[src/pld_pkg.sv]
package pld_pkg;
    // ****************
    // Register map
    // ****************
    localparam logic [7:0] PLD_A_CTRL = 8'h00;
    localparam logic [7:0] PLD_A_TRIG = 8'h04;
    localparam logic [7:0] PLD_A_OVTH = 8'h08;
    localparam logic [7:0] PLD_A_DTIME = 8'h0C;
    localparam logic [7:0] PLD_A_DROP = 8'h10;
    localparam logic [7:0] PLD_A_SETPT = 8'h14;
    localparam logic [7:0] PLD_A_UVLV = 8'h18;
    localparam logic [7:0] PLD_A_STAT = 8'h1C;
    localparam logic [7:0] PLD_A_FREQ = 8'h20;
    localparam logic [7:0] PLD_A_ISTAT = 8'h24;
    localparam logic [7:0] PLD_A_IMASK = 8'h28;
    // Control bits
    localparam int PLD_B_EN = 0;
    localparam int PLD_B_RETRY = 1;
    localparam int PLD_B_STOPKEY = 2;
    localparam int PLD_B_RESTART = 3;
    // Interrupt event bits
    localparam int PLD_E_START = 0;
    localparam int PLD_E_DONE = 1;
    localparam int PLD_E_EXHAUST = 2;
    localparam int PLD_E_TRIP = 3;
    localparam int PLD_E_RETRY = 4;
    localparam int PLD_NEV = 5;
    // Widths: volts in 0.1 V, freq in 0.01 Hz, time in 0.01 s
    localparam int PLD_VW = 14;
    localparam int PLD_FW = 16;
    localparam int PLD_TW = 19;
    localparam int PLD_DW = 11;
    localparam int PLD_AW = 40;
    // ****************
    // Reset values
    // ****************
    localparam logic [3:0] PLD_CTRL_RST = 4'h4;
    localparam logic [PLD_VW-1:0] PLD_TRIG_RST = 14'h0C80;
    localparam logic [PLD_VW-1:0] PLD_OVTH_RST = 14'h0DAC;
    localparam logic [PLD_TW-1:0] PLD_DTIME_RST = 19'h003E8;
    localparam logic [PLD_DW-1:0] PLD_DROP_RST = 11'h000;
    localparam logic [PLD_VW-1:0] PLD_UVLV_RST = 14'h0A8C;
    // ****************
    // Timing
    // ****************
    localparam int PLD_CLK_HZ = 20_000_000;
    localparam int PLD_TICK_MS = 10;
    localparam int PLD_TICK_CYC = PLD_CLK_HZ / 1000 * PLD_TICK_MS;
    localparam int PLD_RETRY_MS = 1000;
    localparam int PLD_RETRY_CYC = PLD_CLK_HZ / 1000 * PLD_RETRY_MS;
    localparam int PLD_FMAX = 6000;
    // ****************
    // States
    // ****************
    typedef enum logic [2:0] {
        PLD_ST_STOP = 3'b000,
        PLD_ST_RUN = 3'b001,
        PLD_ST_PLDEC = 3'b010,
        PLD_ST_COAST = 3'b011,
        PLD_ST_TRIP = 3'b100
    } pld_state_e;
endpackage

[src/pld_power_loss_decel.sv]
`timescale 1ns/1ps
// Operation
// - Enable bit selects controlled deceleration on power loss: 0 off, 1 on.
// - Feature off: power loss drops drive enable at once, motor coasts.
// - Feature on: decel starts when bus voltage falls to trigger level.
// - At decel start, output frequency drops by the initial step.
// - Then frequency ramps down linearly over the power-loss decel time.
// - Bus above over-voltage threshold during decel holds frequency constant.
// - Bus back below threshold resumes the ramp from the held frequency.
// - Hold and resume alternate until bus under-voltage ends the decel.
// - Started decel runs to full stop even if power returns.
// - After power-loss stop with power back, drive is run-enabled again.
// - Feature on changes power-fail and under-voltage indications.
// - Retry mode restarts automatically after a trip stop.
// - After brief outage, drive resumes if run command still active.
// - Alarm reset with run command active restarts the drive.
// - Stop key acts only when its function is enabled.
// - Run command already active at power-up starts the motor.
module pld_power_loss_decel #(
    parameter int FMAX = pld_pkg::PLD_FMAX,
    parameter int TICK_CYC = pld_pkg::PLD_TICK_CYC,
    parameter int RETRY_CYC = pld_pkg::PLD_RETRY_CYC
) (
    // Clock and reset
    input wire logic pclk,
    input wire logic presetn,
    // APB slave
    input wire logic psel,
    input wire logic penable,
    input wire logic pwrite,
    input wire logic [7:0] paddr,
    input wire logic [31:0] pwdata,
    output logic [31:0] prdata,
    output logic pready,
    output logic pslverr,
    // Drive inputs
    input wire logic [pld_pkg::PLD_VW-1:0] bus_volt,
    input wire logic power_ok_pin,
    input wire logic run_cmd_pin,
    input wire logic trip_in,
    input wire logic stop_key,
    input wire logic alarm_reset,
    // Modulator and indications
    output logic [pld_pkg::PLD_FW-1:0] freq_out,
    output logic drive_en,
    output logic power_fail,
    output logic undervolt,
    output logic irq
);
    // ****************
    // Pin synchronisers
    // ****************
    logic [1:0] raw;
    logic [1:0] s1_q;
    logic [1:0] s2_q;
    logic [1:0] s3_q;
    logic [1:0] lvl_q;
    assign raw = {run_cmd_pin, power_ok_pin};
    genvar gi;
    generate
        for (gi = 0; gi < 2; gi++) begin : g_sync
            always_ff @(posedge pclk or negedge presetn) begin
                if (!presetn) begin
                    s1_q[gi] <= 1'b0;
                    s2_q[gi] <= 1'b0;
                    s3_q[gi] <= 1'b0;
                    lvl_q[gi] <= 1'b0;
                end else begin
                    s1_q[gi] <= raw[gi];
                    s2_q[gi] <= s1_q[gi];
                    s3_q[gi] <= s2_q[gi];
                    // Glitch filter: change only when two stages agree
                    if (s2_q[gi] == s3_q[gi]) lvl_q[gi] <= s3_q[gi];
                end
            end
        end
    endgenerate
    logic pwr_ok;
    logic run_s;
    assign pwr_ok = lvl_q[0];
    assign run_s = lvl_q[1];
    // ****************
    // Registers
    // ****************
    logic [3:0] ctrl_q;
    logic [pld_pkg::PLD_VW-1:0] trig_q;
    logic [pld_pkg::PLD_VW-1:0] ovth_q;
    logic [pld_pkg::PLD_VW-1:0] uvlv_q;
    logic [pld_pkg::PLD_TW-1:0] dtime_q;
    logic [pld_pkg::PLD_DW-1:0] drop_q;
    logic [pld_pkg::PLD_FW-1:0] setpt_q;
    logic [pld_pkg::PLD_NEV-1:0] istat_q;
    logic [pld_pkg::PLD_NEV-1:0] imask_q;
    logic [pld_pkg::PLD_NEV-1:0] ev_q;
    logic ready_q;
    logic [31:0] rdata_q;
    logic err_q;
    function automatic logic hit(input logic [7:0] a, input logic [7:0] r);
        hit = (a == r);
    endfunction
    logic wr_acc;
    logic setup;
    assign setup = psel && !penable;
    assign wr_acc = psel && penable && pwrite && ready_q;
    always_ff @(posedge pclk or negedge presetn) begin
        if (!presetn) begin
            ctrl_q <= pld_pkg::PLD_CTRL_RST;
            trig_q <= pld_pkg::PLD_TRIG_RST;
            ovth_q <= pld_pkg::PLD_OVTH_RST;
            uvlv_q <= pld_pkg::PLD_UVLV_RST;
            dtime_q <= pld_pkg::PLD_DTIME_RST;
            drop_q <= pld_pkg::PLD_DROP_RST;
            setpt_q <= 16'h0000;
            imask_q <= 5'h00;
        end else if (wr_acc) begin
            if (hit(paddr, pld_pkg::PLD_A_CTRL)) ctrl_q <= pwdata[3:0];
            if (hit(paddr, pld_pkg::PLD_A_TRIG)) trig_q <= pwdata[pld_pkg::PLD_VW-1:0];
            if (hit(paddr, pld_pkg::PLD_A_OVTH)) ovth_q <= pwdata[pld_pkg::PLD_VW-1:0];
            if (hit(paddr, pld_pkg::PLD_A_UVLV)) uvlv_q <= pwdata[pld_pkg::PLD_VW-1:0];
            if (hit(paddr, pld_pkg::PLD_A_DTIME)) dtime_q <= pwdata[pld_pkg::PLD_TW-1:0];
            if (hit(paddr, pld_pkg::PLD_A_DROP)) drop_q <= pwdata[pld_pkg::PLD_DW-1:0];
            if (hit(paddr, pld_pkg::PLD_A_SETPT)) setpt_q <= pwdata[pld_pkg::PLD_FW-1:0];
            if (hit(paddr, pld_pkg::PLD_A_IMASK)) imask_q <= pwdata[pld_pkg::PLD_NEV-1:0];
        end
    end
    // Sticky status, write one to clear; a new event wins over the clear
    always_ff @(posedge pclk or negedge presetn) begin
        if (!presetn) begin
            istat_q <= 5'h00;
        end else if (wr_acc && hit(paddr, pld_pkg::PLD_A_ISTAT)) begin
            istat_q <= (istat_q & ~pwdata[pld_pkg::PLD_NEV-1:0]) | ev_q;
        end else begin
            istat_q <= istat_q | ev_q;
        end
    end
    always_ff @(posedge pclk or negedge presetn) begin
        if (!presetn) begin
            irq <= 1'b0;
        end else begin
            irq <= |(istat_q & imask_q);
        end
    end
    // ****************
    // Control state
    // ****************
    pld_pkg::pld_state_e state_q;
    logic [pld_pkg::PLD_AW-1:0] acc_q;
    logic [31:0] retry_q;
    logic block_q;
    logic en;
    logic uv_now;
    logic ov_now;
    logic stop_hit;
    logic run_ok;
    logic retry_due;
    logic [pld_pkg::PLD_FW-1:0] step_f;
    logic [pld_pkg::PLD_AW-1:0] thr;
    logic [pld_pkg::PLD_AW-1:0] sum;
    assign en = ctrl_q[pld_pkg::PLD_B_EN];
    assign uv_now = bus_volt < uvlv_q;
    assign ov_now = bus_volt > ovth_q;
    assign stop_hit = stop_key && ctrl_q[pld_pkg::PLD_B_STOPKEY];
    assign run_ok = run_s && pwr_ok && !trip_in && !block_q;
    assign retry_due = ctrl_q[pld_pkg::PLD_B_RETRY] && (retry_q == 32'(RETRY_CYC - 1));
    assign step_f = (freq_out > 16'(drop_q)) ? freq_out - 16'(drop_q) : 16'h0000;
    assign thr = 40'(dtime_q) * 40'(TICK_CYC);
    assign sum = acc_q + 40'(FMAX);
    // Stop key or a non-restart outage keeps the drive off until run drops
    always_ff @(posedge pclk or negedge presetn) begin
        if (!presetn) begin
            block_q <= 1'b0;
        end else if ((state_q == pld_pkg::PLD_ST_RUN && stop_hit) ||
                     (state_q == pld_pkg::PLD_ST_COAST && !ctrl_q[pld_pkg::PLD_B_RESTART])) begin
            block_q <= 1'b1;
        end else if (!run_s) begin
            block_q <= 1'b0;
        end
    end
    always_ff @(posedge pclk or negedge presetn) begin
        if (!presetn) begin
            state_q <= pld_pkg::PLD_ST_STOP;
            freq_out <= 16'h0000;
            drive_en <= 1'b0;
            acc_q <= 40'h00_0000_0000;
            retry_q <= 32'h0000_0000;
            ev_q <= 5'h00;
        end else begin
            ev_q <= 5'h00;
            retry_q <= 32'h0000_0000;
            case (state_q)
                pld_pkg::PLD_ST_STOP: begin
                    freq_out <= 16'h0000;
                    drive_en <= 1'b0;
                    acc_q <= 40'h00_0000_0000;
                    if (run_ok) begin
                        state_q <= pld_pkg::PLD_ST_RUN;
                        drive_en <= 1'b1;
                        freq_out <= setpt_q;
                    end
                end
                pld_pkg::PLD_ST_RUN: begin
                    freq_out <= setpt_q;
                    if (trip_in) begin
                        state_q <= pld_pkg::PLD_ST_TRIP;
                        drive_en <= 1'b0;
                        freq_out <= 16'h0000;
                        ev_q[pld_pkg::PLD_E_TRIP] <= 1'b1;
                    end else if (en && bus_volt <= trig_q) begin
                        // Step taken once here, never again in the ramp
                        state_q <= pld_pkg::PLD_ST_PLDEC;
                        freq_out <= step_f;
                        acc_q <= 40'h00_0000_0000;
                        ev_q[pld_pkg::PLD_E_START] <= 1'b1;
                    end else if (!en && !pwr_ok) begin
                        state_q <= pld_pkg::PLD_ST_COAST;
                        drive_en <= 1'b0;
                        freq_out <= 16'h0000;
                        ev_q[pld_pkg::PLD_E_EXHAUST] <= 1'b1;
                    end else if (!run_s || stop_hit) begin
                        state_q <= pld_pkg::PLD_ST_STOP;
                        drive_en <= 1'b0;
                        freq_out <= 16'h0000;
                    end
                end
                pld_pkg::PLD_ST_PLDEC: begin
                    // Run command, stop key and power return ignored here
                    if (uv_now) begin
                        state_q <= pld_pkg::PLD_ST_COAST;
                        drive_en <= 1'b0;
                        freq_out <= 16'h0000;
                        ev_q[pld_pkg::PLD_E_EXHAUST] <= 1'b1;
                    end else if (freq_out == 16'h0000) begin
                        state_q <= pld_pkg::PLD_ST_STOP;
                        drive_en <= 1'b0;
                        ev_q[pld_pkg::PLD_E_DONE] <= 1'b1;
                    end else if (!ov_now) begin
                        // Slopes steeper than one LSB per cycle are clipped
                        if (thr <= 40'(FMAX)) begin
                            acc_q <= 40'h00_0000_0000;
                            freq_out <= freq_out - 16'h0001;
                        end else if (sum >= thr) begin
                            acc_q <= sum - thr;
                            freq_out <= freq_out - 16'h0001;
                        end else begin
                            acc_q <= sum;
                        end
                    end
                end
                pld_pkg::PLD_ST_COAST: begin
                    freq_out <= 16'h0000;
                    drive_en <= 1'b0;
                    if (pwr_ok && !uv_now) state_q <= pld_pkg::PLD_ST_STOP;
                end
                pld_pkg::PLD_ST_TRIP: begin
                    freq_out <= 16'h0000;
                    drive_en <= 1'b0;
                    if (ctrl_q[pld_pkg::PLD_B_RETRY] && !retry_due) begin
                        retry_q <= retry_q + 32'h0000_0001;
                    end
                    if (!trip_in && (alarm_reset || stop_hit || retry_due)) begin
                        state_q <= pld_pkg::PLD_ST_STOP;
                        ev_q[pld_pkg::PLD_E_RETRY] <= retry_due;
                    end
                end
                default: begin
                    state_q <= pld_pkg::PLD_ST_STOP;
                    drive_en <= 1'b0;
                    freq_out <= 16'h0000;
                end
            endcase
        end
    end
    // Indications: with the feature on, power_fail follows the decel and undervolt is masked during it
    always_ff @(posedge pclk or negedge presetn) begin
        if (!presetn) begin
            power_fail <= 1'b0;
            undervolt <= 1'b0;
        end else if (en) begin
            power_fail <= (state_q == pld_pkg::PLD_ST_PLDEC);
            undervolt <= uv_now && (state_q != pld_pkg::PLD_ST_PLDEC);
        end else begin
            power_fail <= !pwr_ok;
            undervolt <= uv_now;
        end
    end
    // ****************
    // APB read path
    // ****************
    always_ff @(posedge pclk or negedge presetn) begin
        if (!presetn) begin
            ready_q <= 1'b0;
            rdata_q <= 32'h0000_0000;
            err_q <= 1'b0;
        end else begin
            ready_q <= 1'b1;
            if (setup) begin
                err_q <= 1'b0;
                case (paddr)
                    pld_pkg::PLD_A_CTRL: rdata_q <= 32'(ctrl_q);
                    pld_pkg::PLD_A_TRIG: rdata_q <= 32'(trig_q);
                    pld_pkg::PLD_A_OVTH: rdata_q <= 32'(ovth_q);
                    pld_pkg::PLD_A_DTIME: rdata_q <= 32'(dtime_q);
                    pld_pkg::PLD_A_DROP: rdata_q <= 32'(drop_q);
                    pld_pkg::PLD_A_SETPT: rdata_q <= 32'(setpt_q);
                    pld_pkg::PLD_A_UVLV: rdata_q <= 32'(uvlv_q);
                    pld_pkg::PLD_A_STAT: rdata_q <= 32'({block_q, run_s, pwr_ok, state_q});
                    pld_pkg::PLD_A_FREQ: rdata_q <= 32'(freq_out);
                    pld_pkg::PLD_A_ISTAT: rdata_q <= 32'(istat_q);
                    pld_pkg::PLD_A_IMASK: rdata_q <= 32'(imask_q);
                    default: begin
                        rdata_q <= 32'h0000_0000;
                        err_q <= 1'b1;
                    end
                endcase
            end
        end
    end
    assign prdata = rdata_q;
    assign pready = ready_q;
    assign pslverr = err_q;
endmodule

[config.mk]
export PLATFORM = sky130hd
export DESIGN_NAME = pld_power_loss_decel
export DESIGN_NICKNAME = d
export VERILOG_FILES = /design/src/pld_pkg.sv /design/src/pld_power_loss_decel.sv
export SDC_FILE = /design/constraint.sdc
export NUM_CORES = 1
export LEC_CHECK = 0
export BUFFER_PORTS_ARGS = -buffer_cell sky130_fd_sc_hd__buf_4
export CELL_PAD_IN_SITES_DETAIL_PLACEMENT = 0
export CELL_PAD_IN_SITES_GLOBAL_PLACEMENT = 2
export CORE_MARGIN = 1
export CORE_UTILIZATION = 43
export DETAILED_ROUTE_END_ITERATION = 8
export GPL_TIMING_DRIVEN = 0
export HOLD_SLACK_MARGIN = 0.15
export PLACE_DENSITY = 0.89
export SYNTH_ARGS = -nofsm -noshare
export SYNTH_HDL_FRONTEND = slang
export SYNTH_SLANG_ARGS = --single-unit
[constraint.sdc]
create_clock -name pclk -period 23.2 [get_ports pclk]
set_input_delay 2.32 -clock pclk [delete_from_list [all_inputs] [get_ports pclk]]
set_output_delay 2.32 -clock pclk [all_outputs]
set_load 0.005 [all_outputs]
======== Yosys cells after proc, flatten, opt, wreduce, memory -nomap -nowiden ========
Index checks and enable logic that the tools add are counted.
cells by class
  add/subtract/negate cells ............... 5
  $mul .................................... 1
  $lt $le $gt $ge ......................... 6
  equal/unequal tests ..................... 34
  muxes and demuxes ....................... 62
  bitwise operators ....................... 5
  reduce and logical (&&, ||, !) cells .... 49
operators by type and width
  operator                                                                            number
  40-bit two-way mux                                                                  7
  19-bit one-hot mux with 11 select lines                                             1
  16-bit two-way mux                                                                  11
  40-bit one-hot mux with 3 select lines                                              1
  32-bit two-way mux                                                                  2
  16-bit one-hot mux with 3 select lines                                              1
  40-bit by 13-bit adder with 40-bit output, second input constant                    1
  40-bit by 37-bit >= comparator with 1-bit output                                    1
  40-bit by 37-bit subtractor with 40-bit output                                      1
  37-bit by 13-bit less-or-equal comparator with 1-bit output, second input constant  1
  32-bit by 1-bit adder with 32-bit output, second input constant                     1
  32-bit by 25-bit equality test with 1-bit output, second input constant             1
  8-bit by 5-bit equality test with 1-bit output, second input constant               4
  19-bit by 12-bit multiplier with 31-bit output, second input constant               1
  3-bit two-way mux                                                                   9
  1-bit two-way mux                                                                   26
  8-bit by 6-bit equality test with 1-bit output, second input constant               3
  1-bit logical AND                                                                   18
  8-bit by 4-bit equality test with 1-bit output, second input constant               2
  16-bit by 11-bit > comparator with 1-bit output                                     1
  16-bit zero test                                                                    1
  2-bit AND reduction                                                                 8
  16-bit by 1-bit subtractor with 16-bit output, second input constant                1
  16-bit by 11-bit subtractor with 16-bit output                                      1
  other kinds (32)                                                                    58
word-level totals
  flip-flop bits (word level) ............. 245
  output and inout bits ................... 54
  word-level logic and storage cells ...... 192

======== Depth between registers and ports, before layout ========
  word-level depth ........................ 8
  mapped depth ............................ 29
  mapped depth without buffers ............ 27

======== Worst setup path after synthesis ========
OpenSTA, ideal clock, no wires.
  path type ............................... reg-to-reg
  start ................................... register dtime_q[3] in the netlist's numbering
  end ..................................... register freq_out[13] in the netlist's numbering
  library setup time ...................... 128 ps
  arrival time ............................ 7578 ps
  setup slack ............................. 15495 ps
  cell stages (with the launch flop) ...... 30
  path buffers ............................ 2
  period minus slack after synthesis ...... 7705 ps
  cells stage by stage .................... dfstp_2 ha_1 ha_1 inv_1 fa_1 inv_1 fa_1 inv_1 fa_1 inv_1 ha_1 clkbuf_1 a21oi_1 and4b_1 a211oi_1 a31o_2 or4b_2 and3_1 ha_1 a21o_1 a21o_1 or3_1 nor2b_1 a31oi_2 a211oi_1 a2111oi_4 o21ai_2 a21oi_2 buf_6 mux2_1
between the ends
  word-level cells in the longest chain between the ends .. 7
ends and longest elaborated chain
  item                                                         RTL line                     text
  from (decl)                                                  pld_power_loss_decel.sv:89   logic [pld_pkg::PLD_TW-1:0] dtime_q;
  from (signal assigned)                                       pld_power_loss_decel.sv:111  dtime_q <= pld_pkg::PLD_DTIME_RST;
  from (signal assigned)                                       pld_power_loss_decel.sv:120  if (hit(paddr, pld_pkg::PLD_A_DTIME)) dtime_q <= pwdata[pld_pkg::PLD_TW-1:0];
  19-bit by 12-bit multiplier with 31-bit output *             pld_power_loss_decel.sv:166  assign thr = 40'(dtime_q) * 40'(TICK_CYC);
  37-bit by 13-bit less-or-equal comparator with 1-bit output  pld_power_loss_decel.sv:238  if (thr <= 40'(FMAX)) begin
  16-bit two-way mux                                           pld_power_loss_decel.sv:238
  16-bit two-way mux                                           pld_power_loss_decel.sv:236  end else if (!ov_now) begin
  16-bit two-way mux                                           pld_power_loss_decel.sv:232  end else if (freq_out == 16'h0000) begin
  16-bit two-way mux                                           pld_power_loss_decel.sv:227  if (uv_now) begin
  16-bit one-hot mux with 3 select lines                       pld_power_loss_decel.sv:190  case (state_q)
  to (signal assigned)                                         pld_power_loss_decel.sv:198  freq_out <= setpt_q;
  to (signal assigned)                                         pld_power_loss_decel.sv:240  freq_out <= freq_out - 16'h0001;
  to (signal assigned)                                         pld_power_loss_decel.sv:243  freq_out <= freq_out - 16'h0001;
  to (decl)                                                    pld_power_loss_decel.sv:44   output logic [pld_pkg::PLD_FW-1:0] freq_out,
Every way passes the cells marked *; elsewhere a longest branch is shown, timed or not. The select of a mux whose other input is x is not followed.
A chain may end at the register's enable or synchronous reset.

======== Worst setup path after layout ========
Ends and elaborated chain as after synthesis.

==> flow_summary.yaml <==
run_status:
  status: "finished, final reports clean"
global_routing:
  grt_pass1_vias: 15840
  antenna_found_initial: 0
  track_usage_pct: 25.49
  grt_max_degree: 114
  grt_overflow_total: 0
  grt_pass1_wl_um: 89550
critical_path:
  arrival_ns: 9.95
  slowest_delay_ns: 1.02
  path_max_fanout: 10
  slowest_stage: "nor4_1"
  crit_family: "compound AO/OA/AOI/OAI gates"
  required_ns: 23.64
  critPathKind: "reg -> reg"
  crit_top_cell: "inv_1"
  worst-path-buf-inv: 7
  crit_path_end_kind: "flop"
  critPathLaunchType: "flop"
sta:
  timing.hold.ws_ns: 0.3459
  maxSlewHeadroom_pct: 15.96
  fmax_mhz: 105.2
  slew_viol_final: 0
  setup_violations: 0
  period_share_pct: 40.98
  setup_slack_ns: 13.69
  tns_ns: 0
  fin_skew_ns: 0.02240
  tightest_slew_ns: 1.253
  finalCriticalPeriod_ns: 9.508
  rsz0062_at_grt: "no"
  hold_viol: 0
floorplanning:
  fp.dieW_um: 212.8
  io_pins: 118
  initial_utilization_pct: 43.98
  die_area_um2: 45300
  rows: 76
  fp.dieH_um: 212.8
  core_um2: 43460
placed_design:
  gp_congestion: 0.9499
  dp_slack_ns: 13.97
  dpl_cell_area_um2: 20660
  io_buffers: 91
  placed_cells: 2768
  hpwl_um: 45410
clock_network:
  cts_buffers: 28
  htree_levels: 1
  postCtsSetupBuffers: 0
  cts_hold_buf: 0
  root_buffer: "clkbuf_16"
  clk_pin_slew_ns: 0.06
  clk_path_buf_depth: 3
  clk_latency_ns: 0.58
  cts_tree: "yes"
  cts_resized: 0
  clock-sinks: 228
routing:
  wl_um: 56990
  drtAntennaViolNets: 0
  drt-vias-per-instance: 5.732
  first_pass_iters: 7
  drtIter0Drc: 1317
  drc_errors: 0
  num_vias: 16165
  wire_per_inst_um: 20.21
cells_and_area:
  fin_area_um2: 21720
  utilization_pct: 49.97
  layout-drive-gt1-share_pct: 14.45
  fin_nets: 2536
  area_growth_pct: 13.62
  fin_cells: 2820
  n_antenna_cell: 0
yosys:
  yosysTopAreaCellShare_pct: 26.97
  synth_ff_type: "dfrtp_1"
  synth.distinct_cells: 86
  ys_ff_latch: 228
  netlist_area_um2: 19110
  synth-seq-area-share_pct: 29.99
  synth_cells: 2077
  synth_edf_count: 0
  synth_area_leader_cell: "dfrtp_1"
  avgSynthCellArea_um2: 9.202
  synthArstFlopShare_pct: 100.0
  synth_area_leaders: "dfrtp_1 (27%), ha_1 (14%), mux2_2 (6.1%)"
  yosys_warnings: 0
job:
  maxCapViolCount: 0
power_and_ir_drop:
  finalPower_mw: 1.603
  ir_worst_vdd_mv: 0.08387
  p_per_area_nw_per_um2: 73.82
  power_leakage_nw: 10.55
min_path:
  hp-class: "reg -> reg"
==> power breakdown <==
group | switching, mW | internal [mW] | total [mW]
sequential | 0.0285 | 0.415 | 0.444
combinational | 0.417 | 0.243 | 0.659
clock | 0.191 | 0.309 | 0.500
total | 0.636 | 0.967 | 1.60
==> worst paths after layout <==
kind,from,to,slack (ns),cells after the start
worst max-delay path,dtime_q[3]$_DFFE_PN1P_,freq_out[13]$_DFFE_PN0P_,13.69,28
max in group asynchronous,presetn,prdata[17]$_DFFE_PN0P_,20.23,3
worst min register to register,s1_q[1]$_DFF_PN0_,s2_q[1]$_DFF_PN0_,0.35,0
worst max register to register,dtime_q[3]$_DFFE_PN1P_,freq_out[13]$_DFFE_PN0P_,13.69,28
min in group asynchronous,presetn,acc_q[11]$_DFFE_PN0P_,1.62,1
worst min-delay path,s1_q[1]$_DFF_PN0_,s2_q[1]$_DFF_PN0_,0.35,0
==> registers in the layout, indices dropped and copies added (netlist names), 11 cells and up <==
| name | count |
|---|---|
| freq_out | 16 |
| acc_q | 36 |
| dtime_q | 19 |
| retry_q | 32 |
| prdata | 19 |
| uvlv_q | 14 |
| drop_q | 11 |
| setpt_q | 16 |
| trig_q | 14 |
| ovth_q | 14 |
==> metal layers <==
layer | routed length [um] | vias up | global-route usage [%]
met5 | 0 | - | 0
met4 | 881 | 0 | 4.738
met2 | 24080 | 442 | 37.37
li1 | - | 7702 | -
met3 | 3792 | 55 | 4.398
met1 | 28230 | 7966 | 38.99
==> cells in the final DEF, fill, tap and decap left out, types with 13 or more instances in the layout <==
master / n
mux2_2: 103
o21ai_0: 85
a211oi_1: 16
fa_1: 50
ha_1: 209
a22oi_1: 27
clkbuf_1: 55
a221oi_1: 15
dfrtp_1: 206
a222oi_1: 15
conb_1: 14
inv_1: 216
clkbuf_16: 28
a22o_1: 25
nand2b_1: 19
and3_1: 20
or3_1: 24
nand3_1: 69
nand4_1: 28
o211ai_1: 13
buf_4: 104
a21oi_1: 108
o21a_1: 17
xnor2_1: 67
dfstp_2: 22
xor2_1: 60
nand2_1: 149
nor2_1: 130
a21o_1: 37
mux2i_1: 21
nor3_1: 39
==> worst reg2reg max path: cells and delay by family, from the launching register on <==
kind                       cells  cell delay (ns)
adders and majority gates      7             2.79
AOI/OAI and AO/OA              9             2.99
buffers and inverters          7             0.74
xor gates and xnor gates       1             0.27
muxes                          1             0.34
and+or+nand+nor                3             1.53
DFF                            1             0.66
==> area by class of cell <==
type | count | area (um2)
fill | 4210 | 21740
multi-input combinational | 1566 | 12270
sequential | 228 | 5733
inverter | 217 | 814.5
clock buffer | 37 | 794.5
timing repair buffer | 94 | 753.2
tap | 585 | 732.0
buffer | 78 | 356.6
clock inverter | 15 | 261.5
==> Yosys cell counts (all sizes together) (16+ instances only) <==
cell type	count
a211oi	16
a21o	37
a21oi	111
a22o	25
a22oi	27
and3	20
buf	26
clkbuf	52
dfrtp	206
dfstp	22
fa	50
ha	209
inv	216
mux2	104
mux2i	21
nand2	149
nand2b	19
nand3	69
nand4	29
nor2	131
nor3	41
o21a	17
o21ai	89
or3	24
xnor2	67
xor2	60
==> logic make-up after synthesis <==
kind of cell	synth area share, %
other cells	0.03929
xor+xnor	5.820
fa+ha+maj	19.08
simple gates	14.47
compound gates	17.25
buf+inv	6.127
flops	29.99
mux	7.227
(Power assumes the default switching activity.)
